[src/rbi_pkg.sv]
package rbi_pkg;
  // ---------------------------------------------------------------
  // register map
  // ---------------------------------------------------------------
  localparam logic [3:0] ADDR_PROCESSOR_MODE_STATUS_REG    = 4'h0;
  localparam logic [3:0] ADDR_IMR     = 4'h1;
  localparam logic [3:0] ADDR_IFR     = 4'h2;
  localparam logic [3:0] ADDR_ICR     = 4'h3;
  localparam logic [3:0] ADDR_CTRL    = 4'h4;
  localparam logic [3:0] ADDR_STAT    = 4'h5;
  localparam logic [3:0] ADDR_IRQMASK = 4'h6;
  localparam logic [3:0] ADDR_PC      = 4'h7;
  // ---------------------------------------------------------------
  // field positions
  // ---------------------------------------------------------------
  localparam int FLAG_NMI   = 0;
  localparam int FLAG_IRQ1  = 1;
  localparam int FLAG_IRQ2  = 2;
  localparam int FLAG_IRQ3  = 3;
  localparam int EV_TRAP    = 0;
  localparam int EV_RUN     = 1;
  localparam int EV_BRANCH  = 2;
  // ---------------------------------------------------------------
  // reset values and counts
  // ---------------------------------------------------------------
  localparam logic [15:0] PC_RESET      = 16'h0000;
  localparam logic [4:0]  BOOT_CYCLES   = 5'h10;
  localparam logic [15:0] VEC_NMI       = 16'h0024;
  localparam logic [15:0] VEC_IRQ1      = 16'h0002;
  localparam logic [15:0] VEC_IRQ2      = 16'h0004;
  localparam logic [15:0] VEC_IRQ3      = 16'h0006;
  localparam logic [3:0]  MCYC_HALF     = 4'h1;
  localparam logic [15:0] ZERO16        = 16'h0000;

  typedef enum logic [2:0] {
    RBI_HALT = 3'b001,
    RBI_BOOT = 3'b010,
    RBI_RUN  = 3'b100
  } rbi_state_e;
endpackage : rbi_pkg

[src/rbi_core.sv]
// Contract
// - reset halts execution, program counter held zero
// - after release wait 16 cycles, start zero
// - map select low flash, high external
// - map select latched only at reset, bit0
// - nmi traps regardless of any mask
// - hold/irq1 pin always an interrupt source
// - reset clears control mode bit to zero
// - irq2 over irq3, individual and global masks
// - irq2/irq3 flags readable and software clearable
// - branch instruction taken when branch pin low
// - machine clock toggles, cycle rising to rising
//
// Our own choices: the address-and-strobe port and the placing of the registers.
`timescale 1ns/10ps
`default_nettype none
module rbi_core #(
  parameter int MCYC_DIV = 2
) (
  input  wire logic        mclk,
  input  wire logic        reset,
  input  wire logic        reset_input_n,
  input  wire logic        memory_map_select,
  input  wire logic        nonmaskable_irq_n,
  input  wire logic        hold_or_irq1_pin_n,
  input  wire logic        user_irq2_n,
  input  wire logic        user_irq3_n,
  input  wire logic        branch_condition_pin,
  input  wire logic        branch_if_low_instr,
  input  wire logic        irq_ack,
  input  wire logic [3:0]  addr,
  input  wire logic [15:0] wdata,
  input  wire logic        wr_strobe,
  input  wire logic        rd_strobe,
  output logic [15:0]      rdata,
  output logic             machine_clock_out,
  output logic             cpu_running,
  output logic [15:0]      program_counter,
  output logic             flash_mapped,
  output logic             trap_valid,
  output logic [15:0]      trap_vector,
  output logic             branch_taken,
  output logic             irq
);
  // ---------------------------------------------------------------
  // state
  // ---------------------------------------------------------------
  typedef struct packed {
    logic [2:0]        rs_sync;
    logic [2:0]        nmi_sync;
    logic [2:0]        i1_sync;
    logic [2:0]        i2_sync;
    logic [2:0]        i3_sync;
    logic [2:0]        bio_sync;
    logic [2:0]        mp_sync;
    logic              rs_lvl;
    logic              nmi_lvl;
    logic              i1_lvl;
    logic              i2_lvl;
    logic              i3_lvl;
    logic              bio_lvl;
    rbi_pkg::rbi_state_e st;
    logic [4:0]        boot_cnt;
    logic [3:0]        div_cnt;
    logic              mclk_out;
    logic              mcyc_tick;
    logic [15:0]       pc;
    logic              pmst0;
    logic [3:0]        irq_mask_reg;
    logic [3:0]        irq_flag_reg;
    logic              icr_mode;
    logic              global_irq_mask_bit;
    logic              trap_v;
    logic [15:0]       trap_vec;
    logic              br_taken;
    logic [2:0]        ev_stat;
    logic [2:0]        ev_mask;
    logic              irq_o;
    logic              run_o;
    logic              fmap_o;
    logic [15:0]       rdata;
  } rbi_core_s;

  rbi_core_s r_reg;
  rbi_core_s r_next;

  // ---------------------------------------------------------------
  // next state
  // ---------------------------------------------------------------
  always_comb begin
    logic       wr_processor_mode_status_reg;
    logic [3:0] pend;
    logic [2:0] ev;
    r_next  = r_reg;
    wr_processor_mode_status_reg = 1'b0;
    pend    = 4'h0;
    ev      = 3'h0;

    // three stages, change counts once stages two and three agree
    r_next.rs_sync  = {r_reg.rs_sync[1:0],  reset_input_n};
    r_next.nmi_sync = {r_reg.nmi_sync[1:0], nonmaskable_irq_n};
    r_next.i1_sync  = {r_reg.i1_sync[1:0],  hold_or_irq1_pin_n};
    r_next.i2_sync  = {r_reg.i2_sync[1:0],  user_irq2_n};
    r_next.i3_sync  = {r_reg.i3_sync[1:0],  user_irq3_n};
    r_next.bio_sync = {r_reg.bio_sync[1:0], branch_condition_pin};
    r_next.mp_sync  = {r_reg.mp_sync[1:0],  memory_map_select};
    if (r_reg.rs_sync[1] == r_reg.rs_sync[2])   r_next.rs_lvl  = r_reg.rs_sync[2];
    if (r_reg.nmi_sync[1] == r_reg.nmi_sync[2]) r_next.nmi_lvl = r_reg.nmi_sync[2];
    if (r_reg.i1_sync[1] == r_reg.i1_sync[2])   r_next.i1_lvl  = r_reg.i1_sync[2];
    if (r_reg.i2_sync[1] == r_reg.i2_sync[2])   r_next.i2_lvl  = r_reg.i2_sync[2];
    if (r_reg.i3_sync[1] == r_reg.i3_sync[2])   r_next.i3_lvl  = r_reg.i3_sync[2];
    if (r_reg.bio_sync[1] == r_reg.bio_sync[2]) r_next.bio_lvl = r_reg.bio_sync[2];

    // machine clock: high half then low half, tick at each rising edge
    r_next.mcyc_tick = 1'b0;
    if (r_reg.div_cnt == 4'(MCYC_DIV / 2 - 1)) begin
      r_next.div_cnt  = 4'h0;
      r_next.mclk_out = ~r_reg.mclk_out;
      r_next.mcyc_tick = ~r_reg.mclk_out;
    end else begin
      r_next.div_cnt = r_reg.div_cnt + 4'h1;
    end

    // one-cycle pulses fall back unless the sequencer raises them
    r_next.trap_v   = 1'b0;
    r_next.br_taken = 1'b0;

    // registers
    if (wr_strobe) begin
      case (addr)
        rbi_pkg::ADDR_IMR:     r_next.irq_mask_reg      = wdata[3:0];
        rbi_pkg::ADDR_IFR:     r_next.irq_flag_reg      = r_reg.irq_flag_reg & ~wdata[3:0];
        rbi_pkg::ADDR_ICR:     r_next.icr_mode = wdata[0];
        rbi_pkg::ADDR_CTRL:    r_next.global_irq_mask_bit     = wdata[0];
        rbi_pkg::ADDR_STAT:    r_next.ev_stat  = r_reg.ev_stat & ~wdata[2:0];
        rbi_pkg::ADDR_IRQMASK: r_next.ev_mask  = wdata[2:0];
        default:               wr_processor_mode_status_reg         = 1'b0;
      endcase
    end
    r_next.rdata = rbi_pkg::ZERO16;
    if (rd_strobe) begin
      case (addr)
        rbi_pkg::ADDR_PROCESSOR_MODE_STATUS_REG:    r_next.rdata = {15'h0000, r_reg.pmst0};
        rbi_pkg::ADDR_IMR:     r_next.rdata = {12'h000, r_reg.irq_mask_reg};
        rbi_pkg::ADDR_IFR:     r_next.rdata = {12'h000, r_reg.irq_flag_reg};
        rbi_pkg::ADDR_ICR:     r_next.rdata = {15'h0000, r_reg.icr_mode};
        rbi_pkg::ADDR_CTRL:    r_next.rdata = {15'h0000, r_reg.global_irq_mask_bit};
        rbi_pkg::ADDR_STAT:    r_next.rdata = {13'h0000, r_reg.ev_stat};
        rbi_pkg::ADDR_IRQMASK: r_next.rdata = {13'h0000, r_reg.ev_mask};
        rbi_pkg::ADDR_PC:      r_next.rdata = r_reg.pc;
        default:               r_next.rdata = rbi_pkg::ZERO16;
      endcase
    end

    // hardware sets after the clear so a same-cycle event survives
    if (r_reg.nmi_lvl && !r_next.nmi_lvl) r_next.irq_flag_reg[rbi_pkg::FLAG_NMI]  = 1'b1;
    if (r_reg.i1_lvl && !r_next.i1_lvl)   r_next.irq_flag_reg[rbi_pkg::FLAG_IRQ1] = 1'b1;
    if (r_reg.i2_lvl && !r_next.i2_lvl)   r_next.irq_flag_reg[rbi_pkg::FLAG_IRQ2] = 1'b1;
    if (r_reg.i3_lvl && !r_next.i3_lvl)   r_next.irq_flag_reg[rbi_pkg::FLAG_IRQ3] = 1'b1;

    // sequencer
    case (r_reg.st)
      rbi_pkg::RBI_HALT: begin
        r_next.pc       = rbi_pkg::PC_RESET;
        r_next.icr_mode = 1'b0;
        r_next.pmst0    = r_reg.mp_sync[2];
        r_next.boot_cnt = 5'h00;
        if (r_reg.rs_lvl) begin
          r_next.st = rbi_pkg::RBI_BOOT;
        end
      end
      rbi_pkg::RBI_BOOT: begin
        r_next.pc = rbi_pkg::PC_RESET;
        if (r_reg.mcyc_tick) begin
          r_next.boot_cnt = r_reg.boot_cnt + 5'h01;
          if (r_reg.boot_cnt == rbi_pkg::BOOT_CYCLES - 5'h01) begin
            r_next.st = rbi_pkg::RBI_RUN;
            ev[rbi_pkg::EV_RUN] = 1'b1;
          end
        end
      end
      rbi_pkg::RBI_RUN: begin
        if (r_reg.mcyc_tick) begin
          pend = r_reg.irq_flag_reg & {~r_reg.global_irq_mask_bit, ~r_reg.global_irq_mask_bit, ~r_reg.global_irq_mask_bit, 1'b1}
                 & {r_reg.irq_mask_reg[3:1], 1'b1};
          if (pend[rbi_pkg::FLAG_NMI]) begin
            r_next.trap_vec = rbi_pkg::VEC_NMI;
            r_next.irq_flag_reg[rbi_pkg::FLAG_NMI] = 1'b0;
          end else if (pend[rbi_pkg::FLAG_IRQ1]) begin
            r_next.trap_vec = rbi_pkg::VEC_IRQ1;
            r_next.irq_flag_reg[rbi_pkg::FLAG_IRQ1] = 1'b0;
          end else if (pend[rbi_pkg::FLAG_IRQ2]) begin
            r_next.trap_vec = rbi_pkg::VEC_IRQ2;
            r_next.irq_flag_reg[rbi_pkg::FLAG_IRQ2] = 1'b0;
          end else if (pend[rbi_pkg::FLAG_IRQ3]) begin
            r_next.trap_vec = rbi_pkg::VEC_IRQ3;
            r_next.irq_flag_reg[rbi_pkg::FLAG_IRQ3] = 1'b0;
          end
          if (pend != 4'h0) begin
            r_next.trap_v = 1'b1;
            r_next.pc     = r_next.trap_vec;
            r_next.global_irq_mask_bit   = 1'b1;
            ev[rbi_pkg::EV_TRAP] = 1'b1;
          end else if (branch_if_low_instr && !r_reg.bio_lvl) begin
            r_next.br_taken = 1'b1;
            r_next.pc       = wdata;
            ev[rbi_pkg::EV_BRANCH] = 1'b1;
          end else begin
            r_next.pc = r_reg.pc + 16'h0001;
          end
        end
      end
      default: r_next.st = rbi_pkg::RBI_HALT;
    endcase
    if (irq_ack) begin
      r_next.global_irq_mask_bit = 1'b0;
    end
    if (!r_reg.rs_lvl) begin
      r_next.st = rbi_pkg::RBI_HALT;
    end
    r_next.ev_stat = r_next.ev_stat | ev;
    r_next.irq_o   = |(r_next.ev_stat & r_next.ev_mask);
    if (wr_processor_mode_status_reg) begin
      r_next.pmst0 = r_reg.pmst0;
    end
    // outputs from flops, built from next state so no cycle is lost
    r_next.run_o  = r_next.st == rbi_pkg::RBI_RUN;
    r_next.fmap_o = ~r_next.pmst0;
  end

  // ---------------------------------------------------------------
  // registers
  // ---------------------------------------------------------------
  always_ff @(posedge mclk) begin
    if (reset) begin
      r_reg          <= '0;
      r_reg.rs_sync  <= 3'h0;
      r_reg.nmi_sync <= 3'h7;
      r_reg.i1_sync  <= 3'h7;
      r_reg.i2_sync  <= 3'h7;
      r_reg.i3_sync  <= 3'h7;
      r_reg.bio_sync <= 3'h7;
      r_reg.nmi_lvl  <= 1'b1;
      r_reg.i1_lvl   <= 1'b1;
      r_reg.i2_lvl   <= 1'b1;
      r_reg.i3_lvl   <= 1'b1;
      r_reg.bio_lvl  <= 1'b1;
      r_reg.global_irq_mask_bit     <= 1'b1;
      r_reg.st       <= rbi_pkg::RBI_HALT;
    end else begin
      r_reg <= r_next;
    end
  end

  assign rdata             = r_reg.rdata;
  assign machine_clock_out = r_reg.mclk_out;
  assign cpu_running       = r_reg.run_o;
  assign program_counter   = r_reg.pc;
  assign flash_mapped      = r_reg.fmap_o;
  assign trap_valid        = r_reg.trap_v;
  assign trap_vector       = r_reg.trap_vec;
  assign branch_taken      = r_reg.br_taken;
  assign irq               = r_reg.irq_o;
endmodule : rbi_core
`default_nettype wire

[config.mk]
export PLATFORM = sky130hd
export DESIGN_NAME = rbi_core
export DESIGN_NICKNAME = d
export VERILOG_FILES = /design/src/rbi_pkg.sv /design/src/rbi_core.sv
export SDC_FILE = /design/constraint.sdc
export NUM_CORES = 1
export LEC_CHECK = 0
export BUFFER_PORTS_ARGS = -buffer_cell sky130_fd_sc_hd__buf_2
export CAP_MARGIN = 20
export CORE_MARGIN = 2
export CORE_UTILIZATION = 50
export DETAILED_ROUTE_END_ITERATION = 6
export PLACE_DENSITY = 0.73
export SETUP_SLACK_MARGIN = 0.15
export SLEW_MARGIN = 20
export SYNTH_ARGS = -nofsm -noshare
export SYNTH_HDL_FRONTEND = slang
export SYNTH_SLANG_ARGS = --single-unit
[constraint.sdc]
create_clock -name mclk -period 2.8 [get_ports mclk]
set_input_delay 0.14 -clock mclk [delete_from_list [all_inputs] [get_ports mclk]]
set_output_delay 0.14 -clock mclk [all_outputs]
set_load 0.01 [all_outputs]
After elaboration in Yosys (flattened, before gate mapping)
Index checks and enable logic that the tools add are counted.
{"block": "word_totals", "ff_bits": 111, "in_bits": 33, "output_inout_bits": 54, "elab_cells": 151}
{"block": "classes", "n_addsub": 3, "n_eq_ne": 20, "muxes": 53, "n_bitwise": 15, "reduce_logical": 27}
{"cell": "16-bit one-hot mux with 8 select lines", "n": 1}
{"cell": "16-bit 2-to-1 mux", "n": 7}
{"cell": "19-bit 2-to-1 mux", "n": 2}
{"cell": "16-bit one-hot mux with 2 select lines", "n": 1}
{"cell": "1-bit 2-to-1 mux", "n": 27}
{"cell": "16-bit by 1-bit adder with 16-bit output (second input constant)", "n": 1}
{"cell": "4-bit by 3-bit equality test with 1-bit output (second input constant)", "n": 4}
{"cell": "3-bit 2-to-1 mux", "n": 5}
{"cell": "4-bit AND", "n": 3}
{"cell": "4-bit 2-to-1 mux", "n": 3}
{"cell": "6-bit 2-to-1 mux", "n": 2}
{"cell": "5-bit one-hot mux with 2 select lines", "n": 1}
{"cell": "2-bit AND reduction", "n": 5}
{"cell": "2-bit OR reduction", "n": 5}
{"cell": "3-bit one-hot mux with 3 select lines", "n": 1}
{"cell": "4-bit by 2-bit equality test with 1-bit output (second input constant)", "n": 2}
{"cell": "4-bit logical NOT", "n": 2}
{"cell": "8-bit 2-to-1 mux", "n": 1}
{"cell": "1-bit inverter", "n": 7}
{"cell": "3-bit AND", "n": 2}
{"cell": "1-bit equality test", "n": 6}
{"cell": "3-bit equality test (second input constant)", "n": 2}
{"cell": "3-bit OR reduction", "n": 2}
{"cell": "5-bit by 1-bit adder with 5-bit output (second input constant)", "n": 1}
{"cell": "other kinds (14)", "n": 25}

Logic depth before layout (Yosys ltp)
{"block": "logic_depth", "ltp_word": 11, "ltp_mapped": 7, "mapped_depth_nobuf": 6}

Worst setup path before layout
No wires, ideal clock.
{"block": "synth_path", "path_type": "reg-to-reg", "from": "register r_reg[81] (netlist bit)", "to": "register r_reg, in the netlist program_counter[12]", "arrival_ns": 1.527, "required_time_ns": 2.712, "slack_ns": 1.185, "stages_incl_launch_ff": 7, "n_path_buf": 2, "cell_sequence": "dfxtp_1 > clkbuf_2 > nand4bb_1 > buf_2 > nor4_4 > a21oi_2 > o32ai_2"}
{"block": "synth_via", "elab_chain_len": 4}
{"item": "start, declared", "line": "rbi_core.sv:84", "text": "rbi_core_s r_reg;"}
{"item": "start signal, assigned", "line": "rbi_core.sv:251", "text": "r_reg <= r_next;"}
{"item": "3-bit by 2-bit equality test with 1-bit output or 3-bit by 1-bit equality test with 1-bit output (tied branches)", "line": "rbi_core.sv:162", "text": "case (r_reg.st)"}
{"item": "2-bit OR reduction (no source line)"}
{"item": "2-bit nonzero test (no source line)"}
{"item": "2-bit AND reduction (no source line)"}
Several ways; a longest one is shown, not always the timed one.
A chain may end at the register's enable or synchronous reset.

Worst setup path in the final report
{"block": "layout_path", "from": "register r_reg[83] (netlist bit)", "to": "register r_reg, in the netlist program_counter[4]"}
The elaborated chain is that of the path after synthesis.

==> metrics.yaml <==
run_status:
  status: "finished clean"
synth:
  syn_nets: 571
  yosys.area.top_type_share: 0.4575
  yosysTopAreaCell: "dfxtp_1"
  synth_area_mm2: 0.004857
  async_reset_ff_frac: 0
  synth_edf_count: 0
  ys_ff_latch: 111
  synthTopCellsByArea: "dfxtp_1, buf_4, a21oi_1"
  synth_commonest_cells: "dfxtp_1, buf_4, nand2_1"
  ys_types: 64
  ys.flop_type: "dfxtp_1"
  avgSynthCellArea_um2: 9.113
  yosys_warnings: 0
  ys_seq_area_frac: 0.4575
  synth.most_common_cell: "dfxtp_1"
  syn_inst: 533
die:
  initial_utilization: 0.5207
  dieArea_mm2: 0.01052
  coreArea_mm2: 0.009328
  chipWidth_um: 102.6
  rows: 35
  die_h_um: 102.6
  ios: 87
worst_setup_path:
  required_ns: 3.08
  path_class: "flop to flop"
  reg2reg_to: "program_counter[4]"
  start_kind: "flop"
  critPathCapture: "program_counter[4]"
  r2r_slack_ns: 0.60
  reg2reg_from: "r_reg[83]"
  critPathMaxFanout: 14
  startpoint: "r_reg[83]"
  worst_ep_arrival_time_ns: 2.48
  end_kind: "flop"
  reg2regPathDepth: 4
power:
  swShare: 0.2383
  pwr-share-comb: 0.044
  leakage_nw: 2.054
  power_frac_clock: 0.342
  p_per_area_mw_per_mm2: 496.4
  p_switching_w: 0.0006255
  vdd_drop_max_mv: 0.3028
  internal_power_w: 0.001999
  sequentialPowerShare: 0.613
final_layout:
  nets: 607
  fin_area_mm2: 0.005288
  antenna_cells: 0
  largest_reg_flops: 43
  drive_gt1_frac: 0.2509
  area_growth_pct: 8.861
  nFillCells: 826
sta:
  post-route-period-util: 0.7859
  hold_violations: 0
  relSlewSlack: 0.4547
  rsz0062_at_grt: "false"
  setup_viol: 0
  min_period_ns: 2.200
  clock_skew_ns: 0.01199
  tightest_slew_ns: 0.8118
  timing.fmax_ghz: 0.4544
  finalSetupTns_ns: 0
  drv_slew: 0
global_route:
  grt_max_degree: 34
  grt_overflow: 0
  antenna_found_initial: 0
  first_global_vias: 3483
  grt_pass1_wl_mm: 16.84
  grt_use_total: 0.2051
clocking:
  ctsRootBufferMaster: "clkbuf_8"
  post_cts_resized: 0
  cts_htree_levels: 3
  ctsLongestPathBuffers: 2
  clk_pin_slew_ns: 0.10
  cts_setup_buffers: 0
  clkSinkCount: 111
  cts_tree: "done"
  numCtsBuffers: 9
  ctsHoldBuffers: 8
  clk_latency_ns: 0.37
detailed_routing:
  via_per_inst: 5.531
  drcViolationCount: 0
  wl_mm: 10.75
  first_pass_iters: 5
  postRouteAntennaNets: 0
  drt_iter0_markers: 304
  routedWlPerCell_um: 15.29
  vias: 3888
place:
  placed_cell_area_mm2: 0.005027
  place.gp.congestion: 0.9635
  io_buffers: 86
  place_hpwl_mm: 7.620
worst_hold_path:
  hold_path_class: "input pin to flop"
  hp-start: "wdata[3]"
run:
  drv_cap: 0
logic make-up (layout without fill, tap and decap cells):
logic type	after synthesis	after routing	share of synthesized area
AND/OR/NAND/NOR	190	190	0.2177
AO/OA/AOI/OAI	119	119	0.1669
flip-flops	111	111	0.4575
buffers and inverters	95	136	0.1128
multiplexers	10	10	0.02679
adder cells (fa/ha/maj)	5	5	0.01288
XOR/XNOR	3	3	0.005411
power by group through the flow:
stage / logic [W] / registers [W] / clock network (W)
floorplan: 0.0000633 / 0.00164 / 0
global placement: 0.000105 / 0.00164 / 0
detailed placement: 0.000108 / 0.00165 / 0
CTS: 0.000116 / 0.00161 / 0.000913
global route: 0.000127 / 0.00161 / 0.000976
finish: 0.000117 / 0.00161 / 0.000899
routing by layer:
layer | part of all wire | wire, um | vias to the layer above | track usage
li1 | - | - | 1905 | -
met2 | 0.47 | 5069 | 168 | 0.3313
met4 | 0.018 | 197 | 0 | 0.06974
met1 | 0.44 | 4753 | 1796 | 0.2752
met3 | 0.068 | 728 | 19 | 0.04203
met5 | 0 | 0 | - | 0
critical path: stages (launching register included):
cell and delay (ns):
dfxtp_1 0.47, nand4bb_1 0.40, nor2_2 0.42, nand3_1 0.49
o22ai_1 0.32
layout by cell type, fill, tap and decap left out, types with 6 or more instances in the layout:
cell and count:
and2_1 19, dlygate4sd3_1 8, buf_2 86, or2_2 17, nor2b_1 11, dfxtp_1 111, nor3_1 15, a211oi_1 6
clkbuf_8 10, nand2_1 35, a22oi_1 6, nand3_1 20, inv_1 19, a31oi_1 11, o31a_1 6, nor2_1 33
buf_4 7, o22ai_1 10, o21ai_0 15, a21oi_1 31
cell type report:
type	instances	area, um2	area share
tap	129	161.4	0.03053
clock inverter	6	42.54	0.008045
timing repair buffer	101	563.0	0.1065
inverter	19	71.32	0.01349
clock buffer	10	137.6	0.02603
sequential	111	2222	0.4203
multi-input combinational	327	2090	0.3952
worst min path at each step:
stage                  end  cells after the start  slack, ns
2_1_floorplan  r_next[100]                      1       0.24
6_report         r_reg[52]                      3       0.06
3_5_place_dp   r_next[100]                      2       0.32
4_1_cts          r_reg[52]                      3       0.05
3_3_place_gp   r_next[103]                      2       0.32
5_1_grt          r_reg[52]                      3       0.07
per-stage QoR:
step / total power, W / setup slack, ns / hold WS [ns] / std cells / util
finish: 0.002625 / 0.5995 / 0.05985 / 703 / 0.5669
global route: 0.002716 / 0.3487 / 0.06818 / 703 / 0.5669
CTS: 0.002638 / 0.6016 / 0.04748 / 703 / 0.5669
detailed placement: 0.001753 / 0.6494 / 0.3235 / 679 / 0.5390
global placement: 0.001750 / 0.7544 / 0.3216 / 679 / 0.5390
floorplan: 0.001704 / 1.185 / 0.2438 / 533 / -
Power figures use the tool's default switching activity.
